[config.mk]
export PLATFORM = sky130hd
export DESIGN_NAME = fca_alu
export DESIGN_NICKNAME = d
export VERILOG_FILES = /design/src/logic/fca_pkg.sv /design/src/logic/fca_alu.sv /design/src/logic/fca_div.sv
export SDC_FILE = /design/constraint.sdc
export NUM_CORES = 2
export LEC_CHECK = 0
export ABC_CLOCK_PERIOD_IN_PS = 54700
export BUFFER_PORTS_ARGS = -buffer_cell sky130_fd_sc_hd__buf_2
export CORE_MARGIN = 8
export CORE_UTILIZATION = 65
export CTS_CLUSTER_DIAMETER = 100
export DETAILED_ROUTE_END_ITERATION = 6
export PLACE_DENSITY = 0.89
export REMOVE_ABC_BUFFERS = 1
export SLEW_MARGIN = 5
export SYNTH_ARGS = -nofsm -noshare
export SYNTH_HDL_FRONTEND = slang
export SYNTH_SLANG_ARGS = --single-unit
[constraint.sdc]
create_clock -name mclk -period 54.7 [get_ports mclk]
set_input_delay 2.735 -clock mclk [delete_from_list [all_inputs] [get_ports mclk]]
set_output_delay 2.735 -clock mclk [all_outputs]
set_load 0.005 [all_outputs]
[src/logic/fca_pkg.sv]
// fixed-point arithmetic unit: shared types and constants
// assumes a single clock domain and a sequencer that drives one request per cycle
package fca_pkg;

    // operation select
    typedef enum logic [4:0] {
        OP_ADD = 5'h00,
        OP_SUB = 5'h01,
        OP_MULT = 5'h02,
        OP_MULT_R = 5'h03,
        OP_ABS = 5'h04,
        OP_DIV = 5'h05,
        OP_L_MULT = 5'h06,
        OP_L_ADD = 5'h07,
        OP_L_SUB = 5'h08,
        OP_NORM = 5'h09,
        OP_SHL = 5'h0a,
        OP_SHR = 5'h0b,
        OP_L_SHL = 5'h0c,
        OP_L_SHR = 5'h0d,
        OP_S_TO_L = 5'h0e,
        OP_L_TO_S = 5'h0f,
        OP_MASK_SMP = 5'h10,
        OP_MASK_PAR = 5'h11
    } fca_op_t;

    // request from the sequencer
    typedef struct packed {
        logic valid;
        fca_op_t op;
        logic b_const;
        logic [2:0] param_w;
        logic [15:0] a_s;
        logic [15:0] b_s;
        logic [31:0] a_l;
        logic [31:0] b_l;
    } fca_req_t;

    // answer, one cycle after the request
    typedef struct packed {
        logic valid;
        fca_op_t op;
        logic sat;
        logic div_err;
        logic [15:0] res_s;
        logic [31:0] res_l;
    } fca_rsp_t;

    localparam logic [15:0] S_MAX = 16'h7fff;
    localparam logic [15:0] S_MIN = 16'h8000;
    localparam logic [31:0] L_MAX = 32'h7fffffff;
    localparam logic [31:0] L_MIN = 32'h80000000;
    localparam logic [31:0] L_POS_LO = 32'h40000000;
    localparam logic [31:0] L_NEG_HI = 32'hc0000000;
    localparam logic [31:0] MULT_RND = 32'h00004000;
    localparam logic [15:0] SMP_MASK = 16'hfff8;
    localparam logic [15:0] SH_LIM_S = 16'h0010;
    localparam logic [15:0] SH_LIM_L = 16'h0020;
    localparam int SCALE_SH = 15;
    localparam int DIV_STEPS = 15;
    localparam logic [15:0] NORM_TOP = 16'h001e;

endpackage

[src/logic/fca_alu.sv]
// fixed-point arithmetic unit: all short and long primitives, one cycle latency
// assumes requests come from logic on mclk; no state is kept between operations
`timescale 1ns/1ps
`default_nettype none

// Function
// - operands are signed 16-bit short and signed 32-bit long words
// - shift left fills zeros; negative count shifts right arithmetically
// - shift right extends sign; negative count shifts left with zero fill
// - short sum saturates to +32767 or -32768
// - short difference saturates to +32767 or -32768
// - scaled product is product shifted right 15; min times min gives 32767
// - rounded product adds 16384 before shifting; min times min gives 32767
// - magnitude of short; most negative input gives 32767
// - divide needs 0 < dividend <= divisor; truncated positive quotient, equal gives 32767
// - widening multiply is product shifted left one into 32 bits
// - long sum saturates to 2147483647 or -2147483648
// - long difference saturates to 2147483647 or -2147483648
// - shift count brings a long into the normalised positive or negative range
// - short to long places bits low and sign-extends the upper half
// - long to short keeps lowest 16 bits, no saturation
// - a constant operand of a long operation is sign-extended to 32 bits
// - samples keep upper 13 bits; parameters keep their low valid bits
module fca_alu
    import fca_pkg::*;
(
    input wire logic mclk,
    input wire logic reset,
    input wire fca_req_t req,
    output fca_rsp_t rsp
);

    fca_rsp_t next_rsp;
    logic [16:0] sum_s;
    logic [16:0] dif_s;
    logic [32:0] sum_l;
    logic [32:0] dif_l;
    logic [31:0] b_eff;
    logic signed [31:0] prod;
    logic [31:0] prod_r;
    logic both_min;
    logic [15:0] quo;
    logic div_bad;
    logic [15:0] norm_cnt;
    logic [15:0] par_mask;

    // shift of a short by a signed count
    function automatic logic [15:0] sh16(input logic [15:0] x, input logic [15:0] n,
                                         input logic left);
        logic go_left;
        logic [15:0] mag;
        go_left = left ^ n[15];
        mag = n[15] ? 16'(~n + 16'h0001) : n;
        if (go_left)
            sh16 = (mag >= SH_LIM_S) ? 16'h0000 : 16'(x << mag[3:0]);
        else
            sh16 = (mag >= SH_LIM_S) ? {16{x[15]}} : 16'($signed(x) >>> mag[3:0]);
    endfunction

    // shift of a long by a signed count
    function automatic logic [31:0] sh32(input logic [31:0] x, input logic [15:0] n,
                                         input logic left);
        logic go_left;
        logic [15:0] mag;
        go_left = left ^ n[15];
        mag = n[15] ? 16'(~n + 16'h0001) : n;
        if (go_left)
            sh32 = (mag >= SH_LIM_L) ? 32'h00000000 : 32'(x << mag[4:0]);
        else
            sh32 = (mag >= SH_LIM_L) ? {32{x[31]}} : 32'($signed(x) >>> mag[4:0]);
    endfunction

    // saturating adders and subtractors, one guard bit each
    assign sum_s = {req.a_s[15], req.a_s} + {req.b_s[15], req.b_s};
    assign dif_s = {req.a_s[15], req.a_s} - {req.b_s[15], req.b_s};
    assign b_eff = req.b_const ? {{16{req.b_s[15]}}, req.b_s} : req.b_l;
    assign sum_l = {req.a_l[31], req.a_l} + {b_eff[31], b_eff};
    assign dif_l = {req.a_l[31], req.a_l} - {b_eff[31], b_eff};

    // full signed product of two shorts
    assign prod = $signed(req.a_s) * $signed(req.b_s);
    assign prod_r = 32'(prod) + MULT_RND;
    assign both_min = (req.a_s == S_MIN) && (req.b_s == S_MIN);
    assign par_mask = 16'((16'h0001 << req.param_w) - 16'h0001);

    fca_div u_div (
        .num(req.a_s),
        .den(req.b_s),
        .quo(quo),
        .bad(div_bad)
    );

    // normalisation count: leading bits equal to the sign, less one; a negative operand other than -2^31 is
    // scanned one below itself, since the negative window closes on -2^30 itself
    always_comb
    begin
        logic found;
        logic [31:0] src;
        found = 1'b0;
        src = req.a_l;
        if (req.a_l[31] && (req.a_l != L_MIN))
            src = 32'(req.a_l - 32'h00000001);
        norm_cnt = 16'h0000;
        if (req.a_l == 32'h00000000)
            norm_cnt = 16'h0000;
        else
        begin
            norm_cnt = NORM_TOP + 16'h0001;
            for (int i = 30; i >= 0; i--)
            begin
                if (!found && (src[i] != src[31]))
                begin
                    found = 1'b1;
                    norm_cnt = 16'(30 - i);
                end
            end
        end
    end

    // next answer from the current request
    always_comb
    begin
        next_rsp = '0;
        next_rsp.valid = req.valid;
        next_rsp.op = req.op;
        case (req.op)
            OP_ADD:
            begin
                next_rsp.sat = sum_s[16] ^ sum_s[15];
                next_rsp.res_s = next_rsp.sat ? (sum_s[16] ? S_MIN : S_MAX)
                                              : sum_s[15:0];
            end
            OP_SUB:
            begin
                next_rsp.sat = dif_s[16] ^ dif_s[15];
                next_rsp.res_s = next_rsp.sat ? (dif_s[16] ? S_MIN : S_MAX)
                                              : dif_s[15:0];
            end
            OP_MULT:
            begin
                next_rsp.sat = both_min;
                next_rsp.res_s = both_min ? S_MAX : prod[30:SCALE_SH];
            end
            OP_MULT_R:
            begin
                next_rsp.sat = both_min;
                next_rsp.res_s = both_min ? S_MAX : prod_r[30:SCALE_SH];
            end
            OP_ABS:
            begin
                next_rsp.sat = (req.a_s == S_MIN);
                if (req.a_s == S_MIN)
                    next_rsp.res_s = S_MAX;
                else
                    next_rsp.res_s = req.a_s[15] ? 16'(~req.a_s + 16'h0001) : req.a_s;
            end
            OP_DIV:
            begin
                next_rsp.div_err = div_bad;
                next_rsp.res_s = quo;
            end
            OP_L_MULT:
            begin
                next_rsp.sat = both_min;
                next_rsp.res_l = both_min ? L_MAX : {prod[30:0], 1'b0};
            end
            OP_L_ADD:
            begin
                next_rsp.sat = sum_l[32] ^ sum_l[31];
                next_rsp.res_l = next_rsp.sat ? (sum_l[32] ? L_MIN : L_MAX)
                                              : sum_l[31:0];
            end
            OP_L_SUB:
            begin
                next_rsp.sat = dif_l[32] ^ dif_l[31];
                next_rsp.res_l = next_rsp.sat ? (dif_l[32] ? L_MIN : L_MAX)
                                              : dif_l[31:0];
            end
            OP_NORM: next_rsp.res_s = norm_cnt;
            OP_SHL: next_rsp.res_s = sh16(req.a_s, req.b_s, 1'b1);
            OP_SHR: next_rsp.res_s = sh16(req.a_s, req.b_s, 1'b0);
            OP_L_SHL: next_rsp.res_l = sh32(req.a_l, req.b_s, 1'b1);
            OP_L_SHR: next_rsp.res_l = sh32(req.a_l, req.b_s, 1'b0);
            OP_S_TO_L: next_rsp.res_l = {{16{req.a_s[15]}}, req.a_s};
            OP_L_TO_S: next_rsp.res_s = req.a_l[15:0];
            OP_MASK_SMP: next_rsp.res_s = req.a_s & SMP_MASK;
            OP_MASK_PAR: next_rsp.res_s = req.a_s & par_mask;
            default: next_rsp.res_s = 16'h0000;
        endcase
        // short results also appear sign-extended on the long lane
        case (req.op)
            OP_L_MULT, OP_L_ADD, OP_L_SUB, OP_L_SHL, OP_L_SHR, OP_S_TO_L:
                next_rsp.res_s = next_rsp.res_l[15:0];
            default:
                next_rsp.res_l = {{16{next_rsp.res_s[15]}}, next_rsp.res_s};
        endcase
    end

    // answer register
    always_ff @(posedge mclk)
    begin
        if (reset)
            rsp <= '0;
        else
            rsp <= next_rsp;
    end

    logic [15:0] h_sum_s;
    logic [15:0] h_dif_s;
    logic [31:0] h_sum_l;
    logic [31:0] h_dif_l;
    assign h_sum_s = 16'(req.a_s + req.b_s);
    assign h_dif_s = 16'(req.a_s - req.b_s);
    assign h_sum_l = 32'(req.a_l + b_eff);
    assign h_dif_l = 32'(req.a_l - b_eff);
endmodule

`default_nettype wire

[src/logic/fca_div.sv]
// fixed-point arithmetic unit: fractional divider, restoring, fully combinational
// assumes the caller registers the quotient
`timescale 1ns/1ps
`default_nettype none

module fca_div
    import fca_pkg::*;
(
    input wire logic [15:0] num,
    input wire logic [15:0] den,
    output logic [15:0] quo,
    output logic bad
);

    logic [16:0] rem [0:DIV_STEPS];
    logic [DIV_STEPS-1:0] qbit;

    // precondition: 0 < num <= den, both positive
    assign bad = num[15] | den[15] | (num == 16'h0000) | (den < num);

    assign rem[0] = {1'b0, num};

    // one restoring step per quotient bit, msb first
    genvar k;
    generate
        for (k = 0; k < DIV_STEPS; k++)
        begin : g_step
            logic [16:0] dbl;
            assign dbl = {rem[k][15:0], 1'b0};
            assign qbit[DIV_STEPS-1-k] = (dbl >= {1'b0, den});
            assign rem[k+1] = qbit[DIV_STEPS-1-k] ? 17'(dbl - {1'b0, den}) : dbl;
        end
    endgenerate

    // leading bit zero; equal operands give all ones
    assign quo = bad ? 16'h0000 : {1'b0, qbit};

endmodule

`default_nettype wire

==> impl_metrics.py <==
metrics = {
    "die": {
        "core_area_sq_um": 56100,
        "dieHeight_microns": 254,
        "start_util": 0.655,
        "rows": 87,
        "ios": 164,
        "die_w_microns": 254,
        "die-area_sq_um": 64300,
    },
    "synthesis": {
        "synth_cells": 5154,
        "synth.distinct_cells": 106,
        "synth.avg_cell_area_sq_um": 7.12,
        "async_flop_share": 0,
        "ys_seq_area_frac": 0.0218,
        "synth_area_sq_um": 36700,
        "synth_edf_count": 0,
        "synth_warnings": 0,
        "synth_flop_cell": "dfxtp_1",
        "ys_ff_latch": 40,
    },
    "run_status": {
        "violations": "DRC",
        "status": "finished, violations left",
    },
    "setup_path": {
        "required_ps": 54830,
        "critPathCaptureType": "flip-flop",
        "critPathTopFamily": "compound AO/OA/AOI/OAI gates",
        "cp_num_buf_inv": 10,
        "cp_slowest_cell": "buf_2",
        "crit_path_frequent_cell": "o21ai_0",
        "critPathMaxFanout": 25,
        "critPathLaunchType": "primary input",
        "cp_slowest_stage_delay_ps": 560,
        "path_class": "in2reg",
        "cp.arrival_ps": 51080,
    },
    "sta": {
        "slew_viol_final": 0,
        "maxSlewHeadroom": 0.0914,
        "setup_tns_ps": 0,
        "max_slew.worst_pin.slew_ps": 1320,
        "fin_crit_sh": 0.931,
        "finalSetupViolCount": 0,
        "fin_crit_ps": 50950,
        "finalHoldViolCount": 0,
        "timing.fmax_mhz": 19.6,
    },
    "routing": {
        "avgViaCountPerCell": 6.78,
        "vias": 40000,
        "drtIter0Drc": 4260,
        "drtPass1Iterations": 7,
        "postRouteWirelength_microns": 145000,
        "postRouteAntennaNets": 0,
        "drc": 1,
        "wire_per_inst_microns": 24.6,
    },
    "layout": {
        "layout.nets": 5953,
        "area_growth_pct": 4.42,
        "reg_top3": "rsp x40",
        "top_register": "rsp",
        "drive_gt1_frac": 0.0906,
        "largest_register_ffs": 40,
        "fillers": 4830,
    },
    "run": {
        "cap_violations": 0,
    },
    "global_routing": {
        "grt_pass1_vias": 38300,
        "antenna_found_initial": 6,
        "grt_usage": 0.434,
        "grt_pass1_wl_microns": 219000,
        "grt_overflow": 0,
        "grt_max_degree": 125,
    },
    "clock_network": {
        "root_buffer": "clkbuf_16",
        "clockBufferDepth": 2,
        "cts.clk_slew.worst_paths_ps": 60,
        "cts_buffers": 5,
        "htreeDepth": 2,
        "cts_tree": "yes",
        "cts_sinks": 40,
    },
    "placement": {
        "numPortBuffers": 163,
        "dp_hpwl_microns": 112000,
        "gp_congestion": 1.10,
    },
    "worst_hold_path": {
        "hold_class": "in2reg",
    },
}
-- cell usage in the layout, fill, tap and decap left out, drive strengths merged, types with 38 or more instances in the layout --
master,synthesis,final
nor2,536,536
inv,500,501
nand2,487,487
ha,442,442
o21ai,415,415
a21oi,367,367
fa,261,261
buf,58,247
xnor2,205,205
mux2i,139,139
nor3,132,132
mux2,124,124
nand3,101,101
a21o,92,92
xor2,88,88
nand2b,85,85
a31oi,64,64
o211ai,59,59
nand4,56,56
a21boi,54,54
o21bai,50,50
o21a,47,47
nor2b,47,47
dfxtp,40,40
or3,38,38
-- cell families (layout without fill, tap and decap cells) --
kind of cell / count (synthesis) / count (layout) / share of synthesized area
DFF: 40 / 40 / 0.0218
other: 0 / 2 / 0
and+or+nand+nor: 1650 / 1650 / 0.208
AOI/OAI and AO/OA: 1421 / 1421 / 0.244
buffers and inverters: 780 / 769 / 0.0829
xor gates and xnor gates: 293 / 293 / 0.0699
adders and majority gates: 704 / 704 / 0.293
muxes: 266 / 266 / 0.0798
-- per-stage QoR --
step	cell area [sq um]	worst slack (ps)	hold WS, ps	utilization	instances
3_5_place_dp	38000	2300	2960	0.678	5883
6_report	38300	3750	2650	0.683	5901
4_1_cts	38200	2370	2660	0.681	5891
3_3_place_gp	38000	4300	2940	0.678	5883
2_1_floorplan	35600	7310	2800	-	4888
5_1_grt	38300	-5.19	2650	0.683	5899
-- layer usage --
layer  GRT usage  routed length (microns)  vias up
met2       0.660                    60600     2718
met1       0.530                    53100    18500
met4       0.293                    12700        4
met3       0.123                    18600      773
met5           0                       27        -
li1            -                        -    18000
-- repair_timing --
item	in CTS	in global routing
buffers inserted	0	8
endpoints found under the setup margin	0	1
hold buffers	0	0
gates resized for setup	0	19
-- Yosys cell counts (all sizes together) (15+ instances only) --
| cell type | count | area, sq um |
|---|---|---|
| a21boi | 54 | 405 |
| a21oi | 367 | 1840 |
| o211ai | 59 | 462 |
| xor2 | 88 | 771 |
| a21o | 92 | 691 |
| ha | 442 | 5530 |
| clkbuf | 208 | 781 |
| mux2i | 139 | 1410 |
| nor2 | 536 | 2010 |
| mux2 | 124 | 1450 |
| inv | 500 | 1880 |
| and2 | 31 | 194 |
| nand2 | 487 | 1830 |
| o2111ai | 18 | 170 |
| xnor2 | 205 | 1800 |
| fa | 261 | 5230 |
| nand4 | 56 | 350 |
| and3 | 34 | 223 |
| nor4 | 33 | 213 |
| o31ai | 30 | 230 |
| a221oi | 20 | 193 |
| o21ai | 415 | 2080 |
| o41ai | 15 | 139 |
| nand3 | 101 | 505 |
| or3 | 38 | 238 |
| o21bai | 50 | 375 |
| nor3 | 132 | 666 |
| or2 | 23 | 146 |
| a211oi | 37 | 278 |
| o21a | 47 | 353 |
| nand2b | 85 | 532 |
| o22ai | 24 | 150 |
| dfxtp | 40 | 801 |
| buf | 58 | 333 |
| a31oi | 64 | 400 |
| nor2b | 47 | 294 |
-- layout make-up --
class                      count  area (sq um)  share of cell area
sequential                    40           801              0.0209
clock inverter                 3          46.3             0.00121
multi-input combinational   4334         33000               0.862
tap                          756           946              0.0247
antenna                        2          5.00            0.000131
clock buffer                   5           125             0.00327
timing repair buffer         247          1450              0.0378
inverter                     514          1930              0.0505
-- worst paths after layout --
check | start | to | slack, ps | cells after the start
max | req[65] | rsp[32] | 3750 | 229
min | req[105] | rsp[55] | 2650 | 2
Power is not shown: default switching activity piles up to over one toggle a cycle in this logic, so the estimate is an artifact.
